[src/cps_defs.svh]
`ifndef CPS_DEFS_SVH
`define CPS_DEFS_SVH

// Register offsets on the register port.
`define CPS_OFS_STATUS0 8'h00
`define CPS_OFS_STATUS1 8'h01
`define CPS_OFS_FLAGS_A 8'h04
`define CPS_OFS_FLAGS_B 8'h05
`define CPS_OFS_FLAGS_C 8'h06
`define CPS_OFS_MASK_A 8'h08
`define CPS_OFS_MASK_B 8'h09
`define CPS_OFS_MASK_C 8'h0a
`define CPS_OFS_MONITOR 8'h20

// Bit positions.
`define CPS_BIT_SLEEP 1
`define CPS_BIT_CHARGING 3
`define CPS_BIT_POWER 4
`define CPS_BIT_TOPOFF 3
`define CPS_BIT_COMPLETE 4
`define CPS_BIT_LOWCUR 7
`define CPS_BIT_CHG_END 3
`define CPS_BIT_GOOD_BAT 4
`define CPS_BIT_PRI_IN 5
`define CPS_BIT_SEC_IN 6
`define CPS_BIT_LOW_BAT_CUR 7
`define CPS_BIT_TOPOFF_DONE 7
`define CPS_BIT_CV 0
`define CPS_BIT_TERM_CMP 7

// Timing in milliseconds and derived cycle counts at 100 MHz.
`define CPS_CLK_KHZ 100000
`define CPS_DEGLITCH_MS 30
`define CPS_TOPOFF_DELAY_MS 400
`define CPS_RETRY_MS 5000
`define CPS_DEGLITCH_CYC (`CPS_DEGLITCH_MS * `CPS_CLK_KHZ)
`define CPS_TOPOFF_DELAY_CYC (`CPS_TOPOFF_DELAY_MS * `CPS_CLK_KHZ)
`define CPS_RETRY_CYC (`CPS_RETRY_MS * `CPS_CLK_KHZ)

`endif

[src/cps_pkg.sv]
package cps_pkg;

    typedef enum logic [4:0] {
        CPS_SLEEP = 5'h01,
        CPS_CHARGE = 5'h02,
        CPS_WAIT_TOPOFF = 5'h04,
        CPS_TOPOFF = 5'h08,
        CPS_DONE = 5'h10
    } cps_state_t;

    typedef enum logic [2:0] {
        CPS_SW_OFF = 3'h1,
        CPS_SW_SENSE = 3'h2,
        CPS_SW_FULL = 3'h4
    } cps_switch_t;

endpackage : cps_pkg

[src/cps_charge_phase_sequencer.sv]
`timescale 1ns/1ps
`include "cps_defs.svh"
// Functional notes
// - Good-battery threshold crossing raises an interrupt; charge parameters stay untouched.
// - Good-battery event at flags A bit 4; power-good status at 00h bit 4.
// - Reaching float voltage switches current regulation to voltage regulation.
// - Voltage-regulation monitor bit is one exactly while in voltage regulation.
// - Enabled termination after 30 ms low current stops charge, opens switch, interrupts.
// - Without recharge disable, charging restarts below float minus hysteresis.
// - Termination only during voltage regulation with no other loop or supplemental.
// - Termination sets charge-end flag A bit 3 and complete status 01h bit 4.
// - Termination disabled: low current keeps charging, sets flag B bit 7 and monitors.
// - With top-off enabled, top-off starts 400 ms after charge end, status pin high.
// - During top-off, absence detection retried every 5 s unless disabled.
// - Top-off ends when its timer expires, setting flag C bit 7.
// - Top-off-active status at 01h bit 3 while top-off runs.
// - System-below-battery turns switch fully on; system-above returns it to sensing.
// - Sleep or high impedance: switch on; charge disable or path off: switch off.
// - Source loss stops charging, enters sleep, sets input flags and sleep status.
// - Status pin low while charging, high after termination and during top-off.
// - Charging status bit is one while charging, except during top-off.
// - Interrupt pin low while any unmasked flag is set, until all read and cleared.
// - Event arriving during a read of its register is buffered, then written after.
// - Mask bits stop the pin but the flag is still set.
module cps_charge_phase_sequencer #(
    parameter int unsigned DEGLITCH_CYC = `CPS_DEGLITCH_CYC,
    parameter int unsigned TOPOFF_DELAY_CYC = `CPS_TOPOFF_DELAY_CYC,
    parameter int unsigned RETRY_CYC = `CPS_RETRY_CYC
) (
    // Clock and reset.
    input wire logic clk_i,
    input wire logic rst_n_i,
    // Register port: read strobe stands for the whole read access.
    input wire logic [7:0] reg_addr_i,
    input wire logic reg_rd_i,
    input wire logic reg_wr_i,
    input wire logic [7:0] reg_wdata_i,
    output logic [7:0] reg_rdata_o,
    // Control settings from the configuration registers.
    input wire logic termination_enable_i,
    input wire logic topoff_enable_i,
    input wire logic recharge_disable_i,
    input wire logic topoff_absence_detect_disable_i,
    input wire logic high_impedance_select_i,
    input wire logic charge_disable_i,
    input wire logic power_path_off_i,
    // Analog comparators and loop states.
    input wire logic good_battery_cmp_i,
    input wire logic float_reached_i,
    input wire logic below_term_current_i,
    input wire logic below_recharge_i,
    input wire logic input_voltage_loop_i,
    input wire logic input_current_loop_i,
    input wire logic charge_current_loop_i,
    input wire logic sys_below_bat_i,
    input wire logic sys_above_bat_i,
    input wire logic primary_input_present_i,
    input wire logic secondary_input_present_i,
    input wire logic source_valid_i,
    input wire logic topoff_timer_done_i,
    // Outputs to the analog side and pins.
    output logic voltage_regulation_o,
    output logic charging_o,
    output logic topoff_timer_run_o,
    output logic absence_detect_o,
    output logic [2:0] battery_switch_o,
    output logic stat_n_o,
    output logic int_n_o
);

    typedef struct packed {
        cps_pkg::cps_state_t state;
        logic cv;
        cps_pkg::cps_switch_t sw;
        logic supp;
        logic [31:0] cnt;
        logic [31:0] retry;
        logic [2:0][7:0] flags;
        logic [2:0][7:0] pend;
        logic [2:0][7:0] mask;
        logic [2:0][7:0] taken;
        logic [2:0] rd_act;
        logic good_q;
        logic pri_q;
        logic sec_q;
        logic low_q;
        logic complete;
        logic low_status;
        logic det;
        logic stat_n;
        logic [7:0] rdata;
    } cps_regs_t;

    cps_regs_t r;
    cps_regs_t next_r;

    logic [2:0][7:0] ev;
    logic term_ok;
    logic low_cur;

    always_comb begin
        next_r = r;
        ev = '0;
        low_cur = below_term_current_i & r.cv;
        // Termination only in voltage regulation with no other loop active.
        term_ok = low_cur & ~input_voltage_loop_i & ~input_current_loop_i
            & ~charge_current_loop_i & ~r.supp;
        next_r.good_q = good_battery_cmp_i;
        next_r.pri_q = primary_input_present_i;
        next_r.sec_q = secondary_input_present_i;
        next_r.low_q = low_cur;
        next_r.det = 1'b0;
        // Crossing the threshold only raises a flag.
        ev[0][`CPS_BIT_GOOD_BAT] = good_battery_cmp_i ^ r.good_q;
        ev[0][`CPS_BIT_PRI_IN] = primary_input_present_i ^ r.pri_q;
        ev[0][`CPS_BIT_SEC_IN] = secondary_input_present_i ^ r.sec_q;
        unique case (r.state)
            cps_pkg::CPS_SLEEP: begin
                next_r.cv = 1'b0;
                if (source_valid_i) begin
                    next_r.state = cps_pkg::CPS_CHARGE;
                    next_r.cnt = '0;
                end
            end
            cps_pkg::CPS_CHARGE: begin
                if (float_reached_i) begin
                    next_r.cv = 1'b1;
                end
                next_r.low_status = low_cur;
                if (termination_enable_i && term_ok) begin
                    if (r.cnt >= DEGLITCH_CYC) begin
                        next_r.cnt = '0;
                        next_r.cv = 1'b0;
                        ev[0][`CPS_BIT_CHG_END] = 1'b1;
                        next_r.complete = 1'b1;
                        next_r.stat_n = 1'b1;
                        next_r.state = topoff_enable_i ? cps_pkg::CPS_WAIT_TOPOFF
                            : cps_pkg::CPS_DONE;
                    end else begin
                        next_r.cnt = r.cnt + 32'h1;
                    end
                end else begin
                    next_r.cnt = '0;
                end
                if (!termination_enable_i && low_cur && !r.low_q) begin
                    ev[1][`CPS_BIT_LOW_BAT_CUR] = 1'b1;
                end
            end
            cps_pkg::CPS_WAIT_TOPOFF: begin
                if (r.cnt >= TOPOFF_DELAY_CYC - 1) begin
                    next_r.cnt = '0;
                    next_r.retry = '0;
                    next_r.state = cps_pkg::CPS_TOPOFF;
                end else begin
                    next_r.cnt = r.cnt + 32'h1;
                end
            end
            cps_pkg::CPS_TOPOFF: begin
                if (r.retry >= RETRY_CYC - 1) begin
                    next_r.retry = '0;
                    next_r.det = ~topoff_absence_detect_disable_i;
                end else begin
                    next_r.retry = r.retry + 32'h1;
                end
                if (topoff_timer_done_i) begin
                    ev[2][`CPS_BIT_TOPOFF_DONE] = 1'b1;
                    next_r.state = cps_pkg::CPS_DONE;
                end
            end
            cps_pkg::CPS_DONE: begin
                if (!recharge_disable_i && below_recharge_i) begin
                    next_r.state = cps_pkg::CPS_CHARGE;
                    next_r.complete = 1'b0;
                    next_r.stat_n = 1'b0;
                    next_r.cnt = '0;
                end
            end
            default: begin
                next_r.state = cps_pkg::CPS_SLEEP;
            end
        endcase
        if (r.state != cps_pkg::CPS_SLEEP && !source_valid_i) begin
            next_r.state = cps_pkg::CPS_SLEEP;
            next_r.cv = 1'b0;
            next_r.stat_n = 1'b1;
        end
        if (r.state == cps_pkg::CPS_SLEEP && source_valid_i) begin
            next_r.stat_n = 1'b0;
        end
        // Supplemental switching in every state, sleep included.
        if (sys_below_bat_i) begin
            next_r.supp = 1'b1;
        end else if (sys_above_bat_i) begin
            next_r.supp = 1'b0;
        end
        // Switch mode priority.
        if (power_path_off_i) begin
            next_r.sw = cps_pkg::CPS_SW_OFF;
            next_r.supp = 1'b0;
        end else if (next_r.state == cps_pkg::CPS_SLEEP || high_impedance_select_i) begin
            next_r.sw = cps_pkg::CPS_SW_FULL;
        end else if (next_r.supp) begin
            next_r.sw = cps_pkg::CPS_SW_FULL;
        end else if (charge_disable_i || next_r.state == cps_pkg::CPS_DONE
                || next_r.state == cps_pkg::CPS_WAIT_TOPOFF) begin
            next_r.sw = cps_pkg::CPS_SW_OFF;
        end else begin
            next_r.sw = cps_pkg::CPS_SW_SENSE;
        end
        // Flag registers: read snapshot, clear on read end, buffered events.
        for (int i = 0; i < 3; i++) begin
            next_r.rd_act[i] = reg_rd_i && reg_addr_i == (`CPS_OFS_FLAGS_A + 8'(i));
            if (r.rd_act[i] && !next_r.rd_act[i]) begin
                next_r.flags[i] = (r.flags[i] & ~r.taken[i]) | r.pend[i] | ev[i];
                next_r.pend[i] = '0;
            end else if (next_r.rd_act[i]) begin
                if (!r.rd_act[i]) begin
                    next_r.taken[i] = r.flags[i];
                end
                next_r.pend[i] = r.pend[i] | ev[i];
            end else begin
                next_r.flags[i] = r.flags[i] | ev[i];
            end
            if (reg_wr_i && reg_addr_i == (`CPS_OFS_MASK_A + 8'(i))) begin
                next_r.mask[i] = reg_wdata_i;
            end
        end
        if (reg_rd_i) begin
            unique case (reg_addr_i)
                `CPS_OFS_STATUS0: next_r.rdata = {3'h0,
                    good_battery_cmp_i,
                    r.state == cps_pkg::CPS_CHARGE,
                    1'b0, r.state == cps_pkg::CPS_SLEEP, 1'b0};
                `CPS_OFS_STATUS1: next_r.rdata = {r.low_status, 2'h0, r.complete,
                    r.state == cps_pkg::CPS_TOPOFF, 3'h0};
                `CPS_OFS_FLAGS_A: next_r.rdata = r.rd_act[0] ? r.taken[0] : r.flags[0];
                `CPS_OFS_FLAGS_B: next_r.rdata = r.rd_act[1] ? r.taken[1] : r.flags[1];
                `CPS_OFS_FLAGS_C: next_r.rdata = r.rd_act[2] ? r.taken[2] : r.flags[2];
                `CPS_OFS_MASK_A: next_r.rdata = r.mask[0];
                `CPS_OFS_MASK_B: next_r.rdata = r.mask[1];
                `CPS_OFS_MASK_C: next_r.rdata = r.mask[2];
                `CPS_OFS_MONITOR: next_r.rdata = {low_cur, 6'h0, r.cv};
                default: next_r.rdata = 8'h00;
            endcase
        end
    end

    always_ff @(posedge clk_i) begin
        if (!rst_n_i) begin
            r <= '{state: cps_pkg::CPS_SLEEP, sw: cps_pkg::CPS_SW_FULL,
                stat_n: 1'b1, default: '0};
        end else begin
            r <= next_r;
        end
    end

    assign reg_rdata_o = r.rdata;
    assign voltage_regulation_o = r.cv;
    assign charging_o = r.state == cps_pkg::CPS_CHARGE || r.state == cps_pkg::CPS_TOPOFF;
    assign topoff_timer_run_o = r.state == cps_pkg::CPS_TOPOFF;
    assign absence_detect_o = r.det;
    assign battery_switch_o = r.sw;
    assign stat_n_o = r.stat_n;
    // Unmasked set flags hold the pin low.
    assign int_n_o = ~|({r.flags[2], r.flags[1], r.flags[0]}
        & ~{r.mask[2], r.mask[1], r.mask[0]});

    cv_clear_a: assert property (@(posedge clk_i) disable iff (!rst_n_i)
        r.state != cps_pkg::CPS_CHARGE |=> !voltage_regulation_o)
        else $error("voltage regulation flag set outside charging");
    end_flag_a: assert property (@(posedge clk_i) disable iff (!rst_n_i)
        ev[0][`CPS_BIT_CHG_END] |=> r.complete && stat_n_o)
        else $error("termination did not set complete and status pin");
    term_block_a: assert property (@(posedge clk_i) disable iff (!rst_n_i)
        ev[0][`CPS_BIT_CHG_END] |-> termination_enable_i && r.cv)
        else $error("termination outside voltage regulation");
    topoff_start_a: assert property (@(posedge clk_i) disable iff (!rst_n_i)
        r.state == cps_pkg::CPS_WAIT_TOPOFF && $past(r.state) == cps_pkg::CPS_CHARGE
        |-> stat_n_o)
        else $error("status pin low before top-off");
    topoff_bit_a: assert property (@(posedge clk_i) disable iff (!rst_n_i)
        ev[2][`CPS_BIT_TOPOFF_DONE] && !next_r.rd_act[2] |=> r.flags[2][7])
        else $error("top-off complete flag not set");
    path_off_a: assert property (@(posedge clk_i) disable iff (!rst_n_i)
        power_path_off_i |=> battery_switch_o == cps_pkg::CPS_SW_OFF)
        else $error("switch not off with power path off");
    sleep_entry_a: assert property (@(posedge clk_i) disable iff (!rst_n_i)
        !source_valid_i |=> r.state == cps_pkg::CPS_SLEEP)
        else $error("source loss did not enter sleep");
    int_pin_a: assert property (@(posedge clk_i) disable iff (!rst_n_i)
        |({r.flags[2], r.flags[1], r.flags[0]} & ~{r.mask[2], r.mask[1], r.mask[0]})
        |-> !int_n_o)
        else $error("interrupt pin high with unmasked flag");
    read_buf_a: assert property (@(posedge clk_i) disable iff (!rst_n_i)
        r.rd_act[0] && ev[0] != 8'h00 && !reg_rd_i |=> (r.flags[0] & $past(ev[0])) != 8'h00)
        else $error("event during read was lost");

endmodule : cps_charge_phase_sequencer

[config.mk]
export PLATFORM = sky130hd
export DESIGN_NAME = cps_charge_phase_sequencer
export DESIGN_NICKNAME = d
export VERILOG_FILES = /design/src/cps_pkg.sv /design/src/cps_charge_phase_sequencer.sv
export VERILOG_INCLUDE_DIRS = /design/src
export SDC_FILE = /design/constraint.sdc
export NUM_CORES = 1
export LEC_CHECK = 0
export CORE_ASPECT_RATIO = 1.4
export CORE_UTILIZATION = 62
export CTS_CLUSTER_SIZE = 40
export DETAILED_ROUTE_END_ITERATION = 16
export DONT_BUFFER_PORTS = 1
export PLACE_DENSITY = 0.86
export SETUP_SLACK_MARGIN = 0.05
export SLEW_MARGIN = 20
export SYNTH_ARGS = -nofsm -noshare
export SYNTH_HDL_FRONTEND = slang
export SYNTH_SLANG_ARGS = --single-unit
[constraint.sdc]
create_clock -name clk_i -period 5.24 [get_ports clk_i]
set_input_delay 0.262 -clock clk_i [delete_from_list [all_inputs] [get_ports clk_i]]
set_output_delay 0.262 -clock clk_i [all_outputs]
set_load 0.1 [all_outputs]
==> results.yml <==
sta:
  fin_skew_ps: 9.52
  holdWs_ps: 5.09
  clock.fmax_mhz: 326
  fin_crit_ps: 3070
  fin_ws_ps: 2170
  finalSetupViolCount: 0
  rsz0062_at_grt: "no"
  tightest_slew_ps: 1160
  fin_tns_setup_ps: 0
  slew_headroom: 0.219
  final_max_slew_viol_count: 0
  hold_viol: 0
  fin_crit_sh: 0.585
yosys:
  syn_area_um2: 8490
  yosysWarnings: 0
  syn-num-nets: 1122
  synth_top_area_frac: 0.403
  synth_area_leaders: "dfxtp_1 40%, nand2_1 6.1%, a21oi_1 5.7%, nor2_1 4.4%, mux2i_1 4.4%"
  synth_top_area_cell: "dfxtp_1"
  ys_async_sr_fraction: 0
  syn-instance-count: 1076
  synth-seq-cells: 171
  synth_ff_type: "dfxtp_1"
  synth_edf_count: 0
  synth.distinct_cells: 67
  syn_avg_cell_area_um2: 7.89
  seq_area_frac_synth: 0.403
grt:
  grt_usage: 0.343
  grt_max_degree: 90
  grt_overflow_total: 0
  grt_pass1_wl_um: 37900
  antenna_found_initial: 1
  grt_pass1_vias: 7507
route:
  vias: 8125
  first_iter_violations: 729
  wl_um: 23600
  firstDrtPassIters: 6
  via_per_inst: 6.52
  wl_per_cell_um: 19.0
  drc: 0
  ant_nets: 0
placement:
  dp.final_hpwl_um: 15300
  preCtsSetupSlack_ps: 2190
  dpl_cell_area_um2: 8450
  portBuffers: 0
  place_inst: 1193
  place_congestion: 0.989
power:
  peakVddDrop_mv: 0.221
  power.density_nw_per_um2: 309
  p_total_mw: 2.86
  p_leak_nw: 3.04
clock_tree:
  cts_tree: "yes"
  cts_made_buffers: 17
  ctsHtreeMaxLevel: 4
  cts_setup_buffers: 0
  cts-root-buf: "clkbuf_16"
  clk_path_buf_depth: 2
  path_clk_slew_ps: 70
  clk_latency_ps: 420
  clock-sinks: 171
final_layout:
  fin_util: 0.693
  instances_no_fill: 1246
  area.sequential_um2: 3420
  num-nets-final: 1096
  multi_input_area_um2: 4560
  nFillCells: 1055
  drive_gt1_frac: 0.0555
  finalInstanceArea_um2: 9280
  area_growth_pct: 9.30
floorplanning:
  die_h_um: 140
  die-area_um2: 14200
  start_util: 0.634
  fp-row-count: 50
  die_x_um: 101
  coreArea_um2: 13400
  top_level_ports: 57
worst_hold_path:
  holdCritStartpoint: "below_term_current_i"
  hp-class: "in -> reg"
  worstHoldEndpoint: "r[12]$_SDFF_PN0_"
  min_path_cells: 2
critical_path:
  crit_required_ps: 5520
  path_max_fanout: 27
  path_class: "reg -> reg"
  critical_path.startpoint_type: "flop"
  timing.rr.start: "r[147]$_SDFFE_PN0P_"
  worst_r2r_endpoint: "r[163]$_SDFFE_PN0P_"
  arrival_ps: 3340
  endpoint_kind: "flop"
  rr_worst_depth: 7
  r2r_slack_ps: 2170
status:
  status: "completed"
job:
  maxCapViolations: 0
[cell usage in the layout, fill, tap and decap left out, types with 19 or more instances in the layout]
| cell | synthesis | final |
|---|---|---|
| dfxtp_1 | 171 | 171 |
| nand2_1 | 137 | 137 |
| nor2_1 | 100 | 100 |
| a21oi_1 | 97 | 97 |
| nand3_1 | 47 | 47 |
| inv_1 | 44 | 44 |
| o21ai_0 | 44 | 44 |
| mux2i_1 | 37 | 37 |
| nor3_1 | 31 | 31 |
| a211oi_1 | 29 | 29 |
| nor4_1 | 27 | 26 |
| nand4_1 | 24 | 24 |
| and3_1 | 19 | 19 |
| and2_1 | 19 | 19 |
| dlygate4sd3_1 | 0 | 19 |
[cells in the mapped netlist, drive strengths merged (10+ instances only)]
library cell and number:
nor4 27, xnor2 16, and3 19, mux2i 37, dfxtp 171, nor3 33, a31oi 10, buf 25
clkbuf 47, nand3 48, o21ai 45, nor2 100, o22ai 15, nand2 137, nand4 24, a22oi 12
a21oi 97, inv 44, and2 20, a211oi 29
[cell type report]
class | instances | area share
Sequential cell | 171 | 0.369
Clock buffer | 18 | 0.0463
Clock inverter | 14 | 0.0197
Multi-Input combinational cell | 788 | 0.492
Timing Repair Buffer | 27 | 0.0302
Antenna cell | 1 | 0.000270
Tap cell | 182 | 0.0245
Inverter | 45 | 0.0183
[worst max-delay path by stage]
stage | end | startpoint
after floorplan | int_n_o | r[95]$_SDFFE_PN0N_
after detailed placement | r[171]$_SDFFE_PN0P_ | r[147]$_SDFFE_PN0P_
after global placement | r[149]$_SDFFE_PN0P_ | r[147]$_SDFFE_PN0P_
after CTS | r[171]$_SDFFE_PN0P_ | r[147]$_SDFFE_PN0P_
after global routing | r[160]$_SDFFE_PN0P_ | r[147]$_SDFFE_PN0P_
final | r[163]$_SDFFE_PN0P_ | r[147]$_SDFFE_PN0P_
[timing repair]
item,in CTS,in global routing
endpoints found under the hold margin,51,0
resized for setup,0,0
hold buffers,20,0
[sequential cells by signal, indices dropped and copies added, names as in the netlist]
signal                cells
absence_detect_o          1
battery_switch_o          3
r                       157
reg_rdata_o               8
stat_n_o                  1
voltage_regulation_o      1
[layer usage]
layer,routed length [um],GRT usage
met1,8750,0.394
met3,2350,0.108
met4,1330,0.205
met5,0,0
met2,11200,0.555
[where the power goes]
part           total [mW]  switching [mW]  leakage [nW]  internal, mW
Sequential           1.37          0.0558          1.38          1.31
Combinational       0.190           0.126          1.37        0.0639
Clock                1.31           0.545         0.294         0.762
Total                2.86           0.727          3.04          2.14
[critical path, cell delays in order (launching register included)]
cell     delay (ps)
dfxtp_1         410
ha_1            220
nand3_2         190
or3_1           470
a211o_1         390
a32oi_4         390
a21o_1          730
nor2_1          110
[cell families (layout without fill, tap and decap cells)]
group	Yosys count	in the layout	synth area share
compound gates	264	264	0.197
xor+xnor	25	25	0.0258
buf+inv	117	104	0.0600
other cells	0	1	0
simple gates	454	454	0.258
mux	39	39	0.0463
fa+ha+maj	6	6	0.00885
flops	171	171	0.403
No activity file was read; power rests on OpenSTA's default activity.
